--- src/verilog/diag_mux_pkg.sv ---
/*
  Constants for the diagnostic output multiplexer control block: register
  indices, field positions, reset values and mode encodings.
  Assumes the serial-port decoder outside delivers register indices.
*/
package diag_mux_pkg;

  // ****************************************
  // register indices
  // ****************************************
  localparam logic [0:0] ADDR_DIAG_CONTROL = 1'h0;
  localparam logic [0:0] ADDR_CHANNEL_SELECT = 1'h1;

  // ****************************************
  // field positions of diagnostic_control
  // ****************************************
  localparam int OUT_ENABLE_BIT = 7;
  localparam int OVERRIDE_LEVEL_BIT = 6;
  localparam int MANUAL_LEVEL_BIT = 5;
  localparam int PROBE_SEL_HI = 4;
  localparam int PROBE_SEL_LO = 2;
  localparam int PATH_CFG_HI = 1;
  localparam int PATH_CFG_LO = 0;

  // ****************************************
  // reset values
  // ****************************************
  localparam logic [7:0] DIAG_CONTROL_RESET = 8'h00;
  localparam logic [7:0] CHANNEL_SELECT_RESET = 8'h00;

  // ****************************************
  // encodings
  // ****************************************
  typedef enum logic [1:0] {
    PATH_MANUAL = 2'h0,
    PATH_DIGITAL = 2'h1,
    PATH_ANALOG = 2'h2,
    PATH_INTERCONNECT = 2'h3
  } path_cfg_t;

  typedef enum logic [2:0] {
    PROBE_NONE = 3'h0,
    PROBE_ERROR_IN = 3'h1,
    PROBE_SELECT = 3'h2,
    PROBE_DATA_IN = 3'h3,
    PROBE_CLOCK = 3'h4,
    PROBE_UNUSED5 = 3'h5,
    PROBE_UNUSED6 = 3'h6,
    PROBE_DATA_OUT = 3'h7
  } probe_sel_t;

endpackage

--- src/verilog/diag_output_select.sv ---
/*
  Combinational selection of the diagnostic pin level.
  Assumes decoded control fields and synchronous pin samples as inputs.
*/
module diag_output_select
  import diag_mux_pkg::*;
(
  // control fields
  input wire diag_mux_pkg::path_cfg_t path_cfg,
  input wire diag_mux_pkg::probe_sel_t probe_sel,
  input wire logic manual_level,
  input wire logic override_level,
  // monitor channels
  input wire logic digital_monitor,
  input wire logic analog_compare,
  // probed pins
  input wire logic error_in,
  input wire logic serial_select_n,
  input wire logic serial_data_in,
  input wire logic serial_clock,
  // result
  output logic level
);
  always_comb
  begin
    level = 1'b0;
    unique case (path_cfg)
      PATH_MANUAL: level = manual_level;
      PATH_DIGITAL: level = digital_monitor;
      PATH_ANALOG: level = analog_compare;
      PATH_INTERCONNECT:
      begin
        unique case (probe_sel)
          PROBE_ERROR_IN: level = error_in;
          PROBE_SELECT: level = serial_select_n;
          PROBE_DATA_IN: level = serial_data_in;
          PROBE_CLOCK: level = serial_clock;
          PROBE_DATA_OUT: level = override_level;
          default: level = 1'b0;
        endcase
      end
    endcase
  end
endmodule // diag_output_select

--- src/verilog/diag_output_mux_control.sv ---
/*
  Diagnostic output multiplexer control: the two control registers, the
  diagnostic pin driver and the data-out override.
  Assumes a serial-port decoder supplies one-cycle write strobes with a
  register index, and that monitor channels arrive synchronous to clk.
*/

// Contract
// - enable bit tristates or drives diagnostic pin
// - override sets data-out level in loopback
// - path 00 drives manual level bit
// - probe select routes chosen input pin
// - path config picks multiplexer mode
// - channel select applies only when probe zero
// - channel select readable, writable, reset zero
// - control writes only while lock clear
// - control register reset to zero
module diag_output_mux_control
  import diag_mux_pkg::*;
(
  // clock and reset
  input wire logic clk,
  input wire logic rst,
  input wire logic device_reset_state,
  // register access
  input wire logic reg_write,
  input wire logic [0:0] reg_index,
  input wire logic [7:0] reg_wdata,
  output logic [7:0] reg_rdata,
  input wire logic control_write_lock,
  // serial pins
  input wire logic serial_select_n,
  input wire logic serial_data_in,
  input wire logic serial_clock,
  input wire logic serial_response_data,
  output logic serial_data_out,
  // monitor sources
  input wire logic error_in,
  input wire logic [255:0] digital_channels,
  input wire logic [255:0] analog_compare_channels,
  // analog multiplexer steering
  output logic [7:0] analog_channel_select,
  // diagnostic pin
  output logic diagnostic_output_pin_o,
  output logic diagnostic_output_pin_oe_n
);

  logic [7:0] diagnostic_control_reg;
  logic [7:0] diagnostic_control_next;
  logic [7:0] diagnostic_channel_select_reg;
  logic [7:0] diagnostic_channel_select_next;
  logic [7:0] applied_select_reg;
  logic [7:0] applied_select_next;
  logic pin_level_reg;
  logic pin_level_next;
  logic pin_oe_n_reg;
  logic pin_oe_n_next;
  logic data_out_reg;
  logic data_out_next;
  logic [7:0] read_data_reg;
  logic [7:0] read_data_next;
  logic mux_level;
  path_cfg_t path_cfg;
  probe_sel_t probe_sel;
  logic out_enable;
  logic sdo_override;

  // ****************************************
  // field decode
  // ****************************************
  assign out_enable = diagnostic_control_reg[OUT_ENABLE_BIT];
  assign path_cfg = path_cfg_t'(diagnostic_control_reg[PATH_CFG_HI:PATH_CFG_LO]);
  assign probe_sel = probe_sel_t'(diagnostic_control_reg[PROBE_SEL_HI:PROBE_SEL_LO]);

  // ****************************************
  // register file
  // ****************************************
  // control register: the reset state wins over a write in the same cycle
  always_comb
  begin
    diagnostic_control_next = diagnostic_control_reg;
    if (device_reset_state)
      diagnostic_control_next = DIAG_CONTROL_RESET;
    else if (reg_write && reg_index == ADDR_DIAG_CONTROL && !control_write_lock)
      diagnostic_control_next = reg_wdata;
  end

  always_ff @(posedge clk or posedge rst)
  begin
    if (rst)
      diagnostic_control_reg <= DIAG_CONTROL_RESET;
    else
      diagnostic_control_reg <= diagnostic_control_next;
  end

  // channel select register: the control lock does not cover it
  always_comb
  begin
    diagnostic_channel_select_next = diagnostic_channel_select_reg;
    if (device_reset_state)
      diagnostic_channel_select_next = CHANNEL_SELECT_RESET;
    else if (reg_write && reg_index == ADDR_CHANNEL_SELECT)
      diagnostic_channel_select_next = reg_wdata;
  end

  always_ff @(posedge clk or posedge rst)
  begin
    if (rst)
      diagnostic_channel_select_reg <= CHANNEL_SELECT_RESET;
    else
      diagnostic_channel_select_reg <= diagnostic_channel_select_next;
  end

  // ****************************************
  // read back
  // ****************************************
  // registered so the serial decoder sees a settled word one clock on
  always_comb
  begin
    read_data_next = diagnostic_control_reg;
    if (reg_index == ADDR_CHANNEL_SELECT)
      read_data_next = diagnostic_channel_select_reg;
  end

  always_ff @(posedge clk or posedge rst)
  begin
    if (rst)
      read_data_reg <= 8'h00;
    else
      read_data_reg <= read_data_next;
  end

  assign reg_rdata = read_data_reg;

  // ****************************************
  // multiplexer and pin drivers
  // ****************************************
  diag_output_select u_select (
    .path_cfg(path_cfg),
    .probe_sel(probe_sel),
    .manual_level(diagnostic_control_reg[MANUAL_LEVEL_BIT]),
    .override_level(diagnostic_control_reg[OVERRIDE_LEVEL_BIT]),
    .digital_monitor(digital_channels[applied_select_reg]),
    .analog_compare(analog_compare_channels[applied_select_reg]),
    .error_in(error_in),
    .serial_select_n(serial_select_n),
    .serial_data_in(serial_data_in),
    .serial_clock(serial_clock),
    .level(mux_level)
  );

  // ****************************************
  // channel steering
  // ****************************************
  // the applied channel is registered, so a channel change reaches the pin one clock after a mode change
  always_comb
  begin
    // channel applies only with no probe
    applied_select_next = 8'h00;
    if (probe_sel == PROBE_NONE)
      applied_select_next = diagnostic_channel_select_reg;
  end

  always_ff @(posedge clk or posedge rst)
  begin
    if (rst)
      applied_select_reg <= 8'h00;
    else
      applied_select_reg <= applied_select_next;
  end

  // ****************************************
  // diagnostic pin driver
  // ****************************************
  always_comb
  begin
    pin_oe_n_next = !out_enable;
    pin_level_next = 1'b0;
    if (out_enable)
      pin_level_next = mux_level;
  end

  always_ff @(posedge clk or posedge rst)
  begin
    if (rst)
    begin
      pin_level_reg <= 1'b0;
      pin_oe_n_reg <= 1'b1;
    end
    else
    begin
      pin_level_reg <= pin_level_next;
      pin_oe_n_reg <= pin_oe_n_next;
    end
  end

  // ****************************************
  // data-out override
  // ****************************************
  // all three conditions of the override live in the control register
  assign sdo_override = out_enable && path_cfg == PATH_INTERCONNECT && probe_sel == PROBE_DATA_OUT;

  always_comb
  begin
    data_out_next = serial_response_data;
    if (serial_select_n && sdo_override)
      data_out_next = diagnostic_control_reg[OVERRIDE_LEVEL_BIT];
  end

  always_ff @(posedge clk or posedge rst)
  begin
    if (rst)
      data_out_reg <= 1'b0;
    else
      data_out_reg <= data_out_next;
  end

  assign analog_channel_select = applied_select_reg;
  assign diagnostic_output_pin_o = pin_level_reg;
  assign diagnostic_output_pin_oe_n = pin_oe_n_reg;
  assign serial_data_out = data_out_reg;

endmodule // diag_output_mux_control

--- config.mk ---
export PLATFORM = sky130hd
export DESIGN_NAME = diag_output_mux_control
export DESIGN_NICKNAME = d
export VERILOG_FILES = /design/src/verilog/diag_mux_pkg.sv /design/src/verilog/diag_output_select.sv /design/src/verilog/diag_output_mux_control.sv
export SDC_FILE = /design/constraint.sdc
export NUM_CORES = 1
export LEC_CHECK = 0
export CAP_MARGIN = 15
export CORE_AREA = 2 2 212 214
export CTS_CLUSTER_DIAMETER = 50
export CTS_CLUSTER_SIZE = 10
export DETAILED_ROUTE_END_ITERATION = 8
export DIE_AREA = 0 0 214 216
export DONT_BUFFER_PORTS = 1
export PLACE_DENSITY = 0.38
export SETUP_SLACK_MARGIN = 0.05
export SLEW_MARGIN = 30
export SYNTH_ARGS = -nofsm -noshare
export SYNTH_HDL_FRONTEND = slang
export SYNTH_SLANG_ARGS = --single-unit
--- constraint.sdc ---
create_clock -name clk -period 2.4 [get_ports clk]
set_clock_uncertainty 0.05 [all_clocks]
set_input_delay 0 -clock clk [delete_from_list [all_inputs] [get_ports clk]]
set_output_delay 0 -clock clk [all_outputs]
set_load 0.05 [all_outputs]
## After elaboration in Yosys (flattened, before gate mapping)

Index checks and enable logic that the tools add are counted.

- Bits in registers: 35
- Input port bits: 531
- Output and inout bits: 19
- Logic and storage cells: 43

- $lt $le $gt $ge: 1
- Equality and inequality tests: 8
- Muxes and demuxes: 14
- Bitwise gates (word level): 1
- Reductions and logical operators: 12

Operators by type and width:

| kind | count |
|---|---|
| 8-bit two-way mux | 6 |
| 1-bit binary-select mux with 8-bit select | 2 |
| 8-bit by 9-bit < comparator with 1-bit output (second input constant) | 1 |
| 3-bit by 2-bit == test with 1-bit output (second input constant) | 2 |
| 3-bit == test (second input constant) | 2 |
| 1-bit logical AND | 6 |
| 1-bit case mux with 5 select lines | 1 |
| 2-bit == test (second input constant) | 2 |
| 1-bit two-way mux | 4 |
| 1-bit case mux with 4 select lines | 1 |
| 2-bit nonzero test | 2 |
| 3-bit by 1-bit == test with 1-bit output (second input constant) | 1 |
| 3-bit logical NOT | 1 |
| 2-bit by 1-bit == test with 1-bit output (second input constant) | 1 |
| 1-bit logical NOT | 2 |
| 2-bit logical NOT | 1 |
| 1-bit inverter | 1 |

## Depth between registers and ports, before layout

- Depth in word-level cells: 5
- Depth in mapped cells: 11
- Gate-level depth less buffers: 7

## By module

Synthesis repeated with hierarchy kept, for this count alone.

- Cell total of the unflattened synthesis: 504
- Area, all modules: 5749.3 um2

Modules (own cells, without submodules):

| module | times used | cells an instance | area each (um2) | seq. area each (um2) |
|---|---|---|---|---|
| diag_output_mux_control | 1 | 492 | 5657.9 | 877.1 |
| diag_output_select | 1 | 12 | 91.3 | 0.0 |

## Worst setup path after synthesis

No wires, ideal clock.

- Path type: register to register
- Start point: register applied_select_reg[0] (netlist: analog_channel_select[0])
- End point: register pin_level_reg (netlist: diagnostic_output_pin_o)
- Library setup time: 133 ps
- Data arrival time: 2537 ps
- Required time: 2217 ps
- Path slack: -320 ps
- Cell stages (with the launch flop): 11
- Path buffers: 3
- Period minus slack after synthesis: 2720 ps
- Path through: dfrtp_1 buf_6 buf_4 buf_4 mux4_2 a22oi_1 a21oi_1 nor4_1 a22oi_1 o21ai_0 a32oi_1

- Word-level cells in the longest chain between the ends: 4
- Elaborated cells on any way between the ends: 6
- Those cells by class: mux: 6

Ends and longest elaborated chain:

| element | line | RTL |
|---|---|---|
| start: declaration | diag_output_mux_control.sv:52 | `logic [7:0] applied_select_reg;` |
| start signal: assignment | diag_output_mux_control.sv:169 | `applied_select_reg <= applied_select_next;` |
| 1-bit binary-select mux with 8-bit select, on equally long branches | diag_output_mux_control.sv:144, diag_output_mux_control.sv:143 |  |
| 1-bit two-way mux, on equally long branches | diag_output_mux_control.sv:144, diag_output_mux_control.sv:143 |  |
| 1-bit case mux with 4 select lines (*) | diag_output_select.sv:27 | `unique case (path_cfg)` |
| 1-bit two-way mux (*) | diag_output_mux_control.sv:179 | `if (out_enable)` |
| via pin_level_next | diag_output_mux_control.sv:55 | `logic pin_level_next;` |
| end signal: assignment | diag_output_mux_control.sv:192 | `pin_level_reg <= pin_level_next;` |
| end: declaration | diag_output_mux_control.sv:54 | `logic pin_level_reg;` |

Mark *: on every way through the listed nets, which the timed path passes. The rest lies on a longest branch. The select of a mux whose other input is x is not followed.
A chain may end at the register's enable or synchronous reset.

## Final worst setup path

Same ends and word-level chain as after synthesis.

==> reports/metrics.cfg <==
[status]
status = finished with violations
violations = setup timing

[clock_network]
cts_tree = yes
path_clk_slew_ns = 0.05
cts-root-buf = clkbuf_16
clk-insertion-delay-late_ns = 0.27
cts_max_level = 2
clkSinkCount = 35
cts_buffers = 5
cts_max_path_buffers = 2

[placement]
dp_cells = 1127
io_buffers = 0
place_ws_ns = -0.689
place_congestion = 0.941
dp_hpwl_um = 31700

[worst_setup_path]
r2r_slack_ns = -0.29
worst-endpoint-required_ns = 2.53
crit_start = analog_channel_select[0]$_DFF_PP0_
rr_endpoint = diagnostic_output_pin_o$_DFF_PP0_
crit_slowest_cell = dfrtp_4
cp_max_fo = 7
crit_arrival_ns = 2.82
ff2ff_path_depth = 10
path_cells = buf_12 > buf_12 > buf_8 > mux2i_2 > o221ai_2 > nand2_1 > o2bb2ai_2 > a2111o_1 > a2111o_1 > a32oi_1
start_kind = flop
reg2reg_from = analog_channel_select[0]$_DFF_PP0_
cp_slowest_stage_delay_ns = 0.50
cp_top_family = compound AO/OA/AOI/OAI gates
cp_num_buf_inv = 3
critPathKind = flop to flop
setup.worst_path.end_class = flop

[floorplan]
die_y_um = 216
ios = 550
coreArea_mm2 = 0.0438
die-area_mm2 = 0.0462
row_count = 77
initial_utilization_pct = 13.1
die_x_um = 214

[worst_hold_path]
hold_depth = 3
min_from = serial_select_n
min_to = serial_data_out$_DFF_PP0_
hp-class = primary input to flop

[finish]
nets = 1107
final_cells = 1184
syn_to_final_growth_pct = 38.0
final_util_pct = 18.0
drive_gt1_share_pct = 49.4

[timing]
slew_headroom_pct = 56.1
worst_pin_slew_ns = 0.657
final.period_utilization_pct = 112
hold_slack_ns = 0.0390
rsz0062_at_grt = yes
hold_viol = 0
fin_ws_ns = -0.292
finalMaxSlewViolations = 0
min_period_ns = 2.69
max_freq_ghz = 0.371
setup_violations = 1

[logic_synthesis]
yosysTopAreaCell = mux4_2
synth_area_leaders = mux4_2, dfrtp_1, mux4_1
syn_area_mm2 = 0.00573
synth_cell_types = 49
synth_edf_count = 0
synth-seq-area-share_pct = 15.3
synth.top_cell.area_share_pct = 38.9
synth_flop_cell = dfrtp_1
syn_inst = 486
async_flop_share_pct = 100
syn_avg_cell_area_um2 = 11.8
yosys_warnings = 0
syn_nets = 1017
ys_ff_latch = 35

[routing]
first_iter_violations = 364
via_count = 5486
drt_wl_total_um = 37200
final_antenna_net_count = 0
drc = 0
avgViaCountPerCell = 4.63
wire_per_inst_um = 31.4
drtPass1Iterations = 4

[power_and_ir_drop]
p_leak_nw = 2.53
vdd_drop_max_v = 0.000306
post-layout-total-power_w = 0.00243
power_density_mw_per_mm2 = 307

[global_routing]
grt-ovfl-total = 0
globalRouteTotalUtil_pct = 15.3
grt_pass1_vias = 5978
grt_max_degree = 34
grt_pass1_wl_um = 49800
antenna_found_initial = 22

[flow_run]
max_cap_viol_count = 0

## report_power, final
part           internal [W]  leakage [nW]  switching [W]
combinational      0.000599          2.00       0.000537
clock              0.000386        0.0653       0.000226
sequential         0.000616         0.464      0.0000643
total               0.00160          2.53       0.000827
## how the worst max path moves through the flow
stage | endpoint | slack, ns | cells past startpoint
5_1_grt | diagnostic_output_pin_o$_DFF_PP0_ | -0.39 | 9
2_1_floorplan | diagnostic_output_pin_o$_DFF_PP0_ | -0.07 | 10
3_5_place_dp | diagnostic_output_pin_o$_DFF_PP0_ | -0.69 | 12
3_3_place_gp | diagnostic_output_pin_o$_DFF_PP0_ | -0.65 | 12
6_report | diagnostic_output_pin_o$_DFF_PP0_ | -0.29 | 10
4_1_cts | diagnostic_output_pin_o$_DFF_PP0_ | -0.35 | 10
## final cells by class
class                      instances  area (um^2)
fill                            4862        35900
multi-input combinational        391         4720
timing repair buffer             137         1360
sequential                        35          890
tap                              592          741
clock buffer                       8          136
antenna                           15         37.5
inverter                           6         22.5
## kinds of logic after synthesis
family                 synth area share, %
buffers and inverters                 6.20
multiplexers                          54.9
flip-flops                            15.3
AND/OR/NAND/NOR                       9.50
AO/OA/AOI/OAI                         14.0
## cells in the mapped netlist (11+ instances only)
cell	count
nand2_1	43
mux2i_1	34
mux4_2	99
mux4_1	16
clkbuf_1	21
mux2_2	14
nor2_1	17
a21oi_1	27
nand3_1	12
buf_2	11
dfrtp_1	34
a22oi_1	30
## worst reg2reg max path: stages, from the launching register on
cell,delay [ns]
dfrtp_4,0.50
buf_12,0.17
buf_12,0.15
buf_8,0.14
mux2i_2,0.15
o221ai_2,0.15
nand2_1,0.09
o2bb2ai_2,0.14
a2111o_1,0.45
a2111o_1,0.43
a32oi_1,0.20
## through the flow
step | instance area [um^2] | TNS, ns
floorplan | 5760 | -0.0671
global placement | 7050 | -0.647
detailed placement | 7050 | -0.689
CTS | 7690 | -0.352
global route | 7880 | -0.386
finish | 7910 | -0.292
## routing by layer
metal,GRT usage [%],up-vias,routed length (um)
li1,-,2274,-
met1,17.9,2782,14300
met2,28.7,363,19300
met3,3.57,57,2570
met4,2.28,10,958
met5,0,-,69
## layout by cell type (no fill, tap or decap), types with 3 or more instances in the layout
master and count:
inv_1 5, o221ai_1 5, a211oi_1 3, mux2_2 14
o21ai_1 4, nor3_1 4, and2_1 10, o221ai_2 4
buf_8 3, nand4_1 4, buf_12 12, nand2b_1 6
a221oi_1 4, dfrtp_1 28, dfrtp_2 4, nand2_1 41
a2111oi_2 4, dlygate4sd3_1 20, mux4_1 13, mux2i_1 32
a22oi_2 8, nor3_2 3, clkbuf_1 3, a22oi_1 22
buf_16 5, clkbuf_16 5, a211o_1 4, nand3_1 12
diode_2 15, mux4_2 102, nor2_1 15, a21oi_1 25
nor2b_1 6, buf_4 95, o21ai_0 6, o22ai_1 5
## timing repair
item / CTS / global route
hold buffers: 20 / 0
resized for setup: 40 / 34
setup buffers: 10 / 3
gates cloned: 2 / 0
pin swaps: 19 / 14
hold endpoints to repair: 40 / 0
endpoints found under the setup margin: 1 / 1
(Power assumes the default switching activity.)
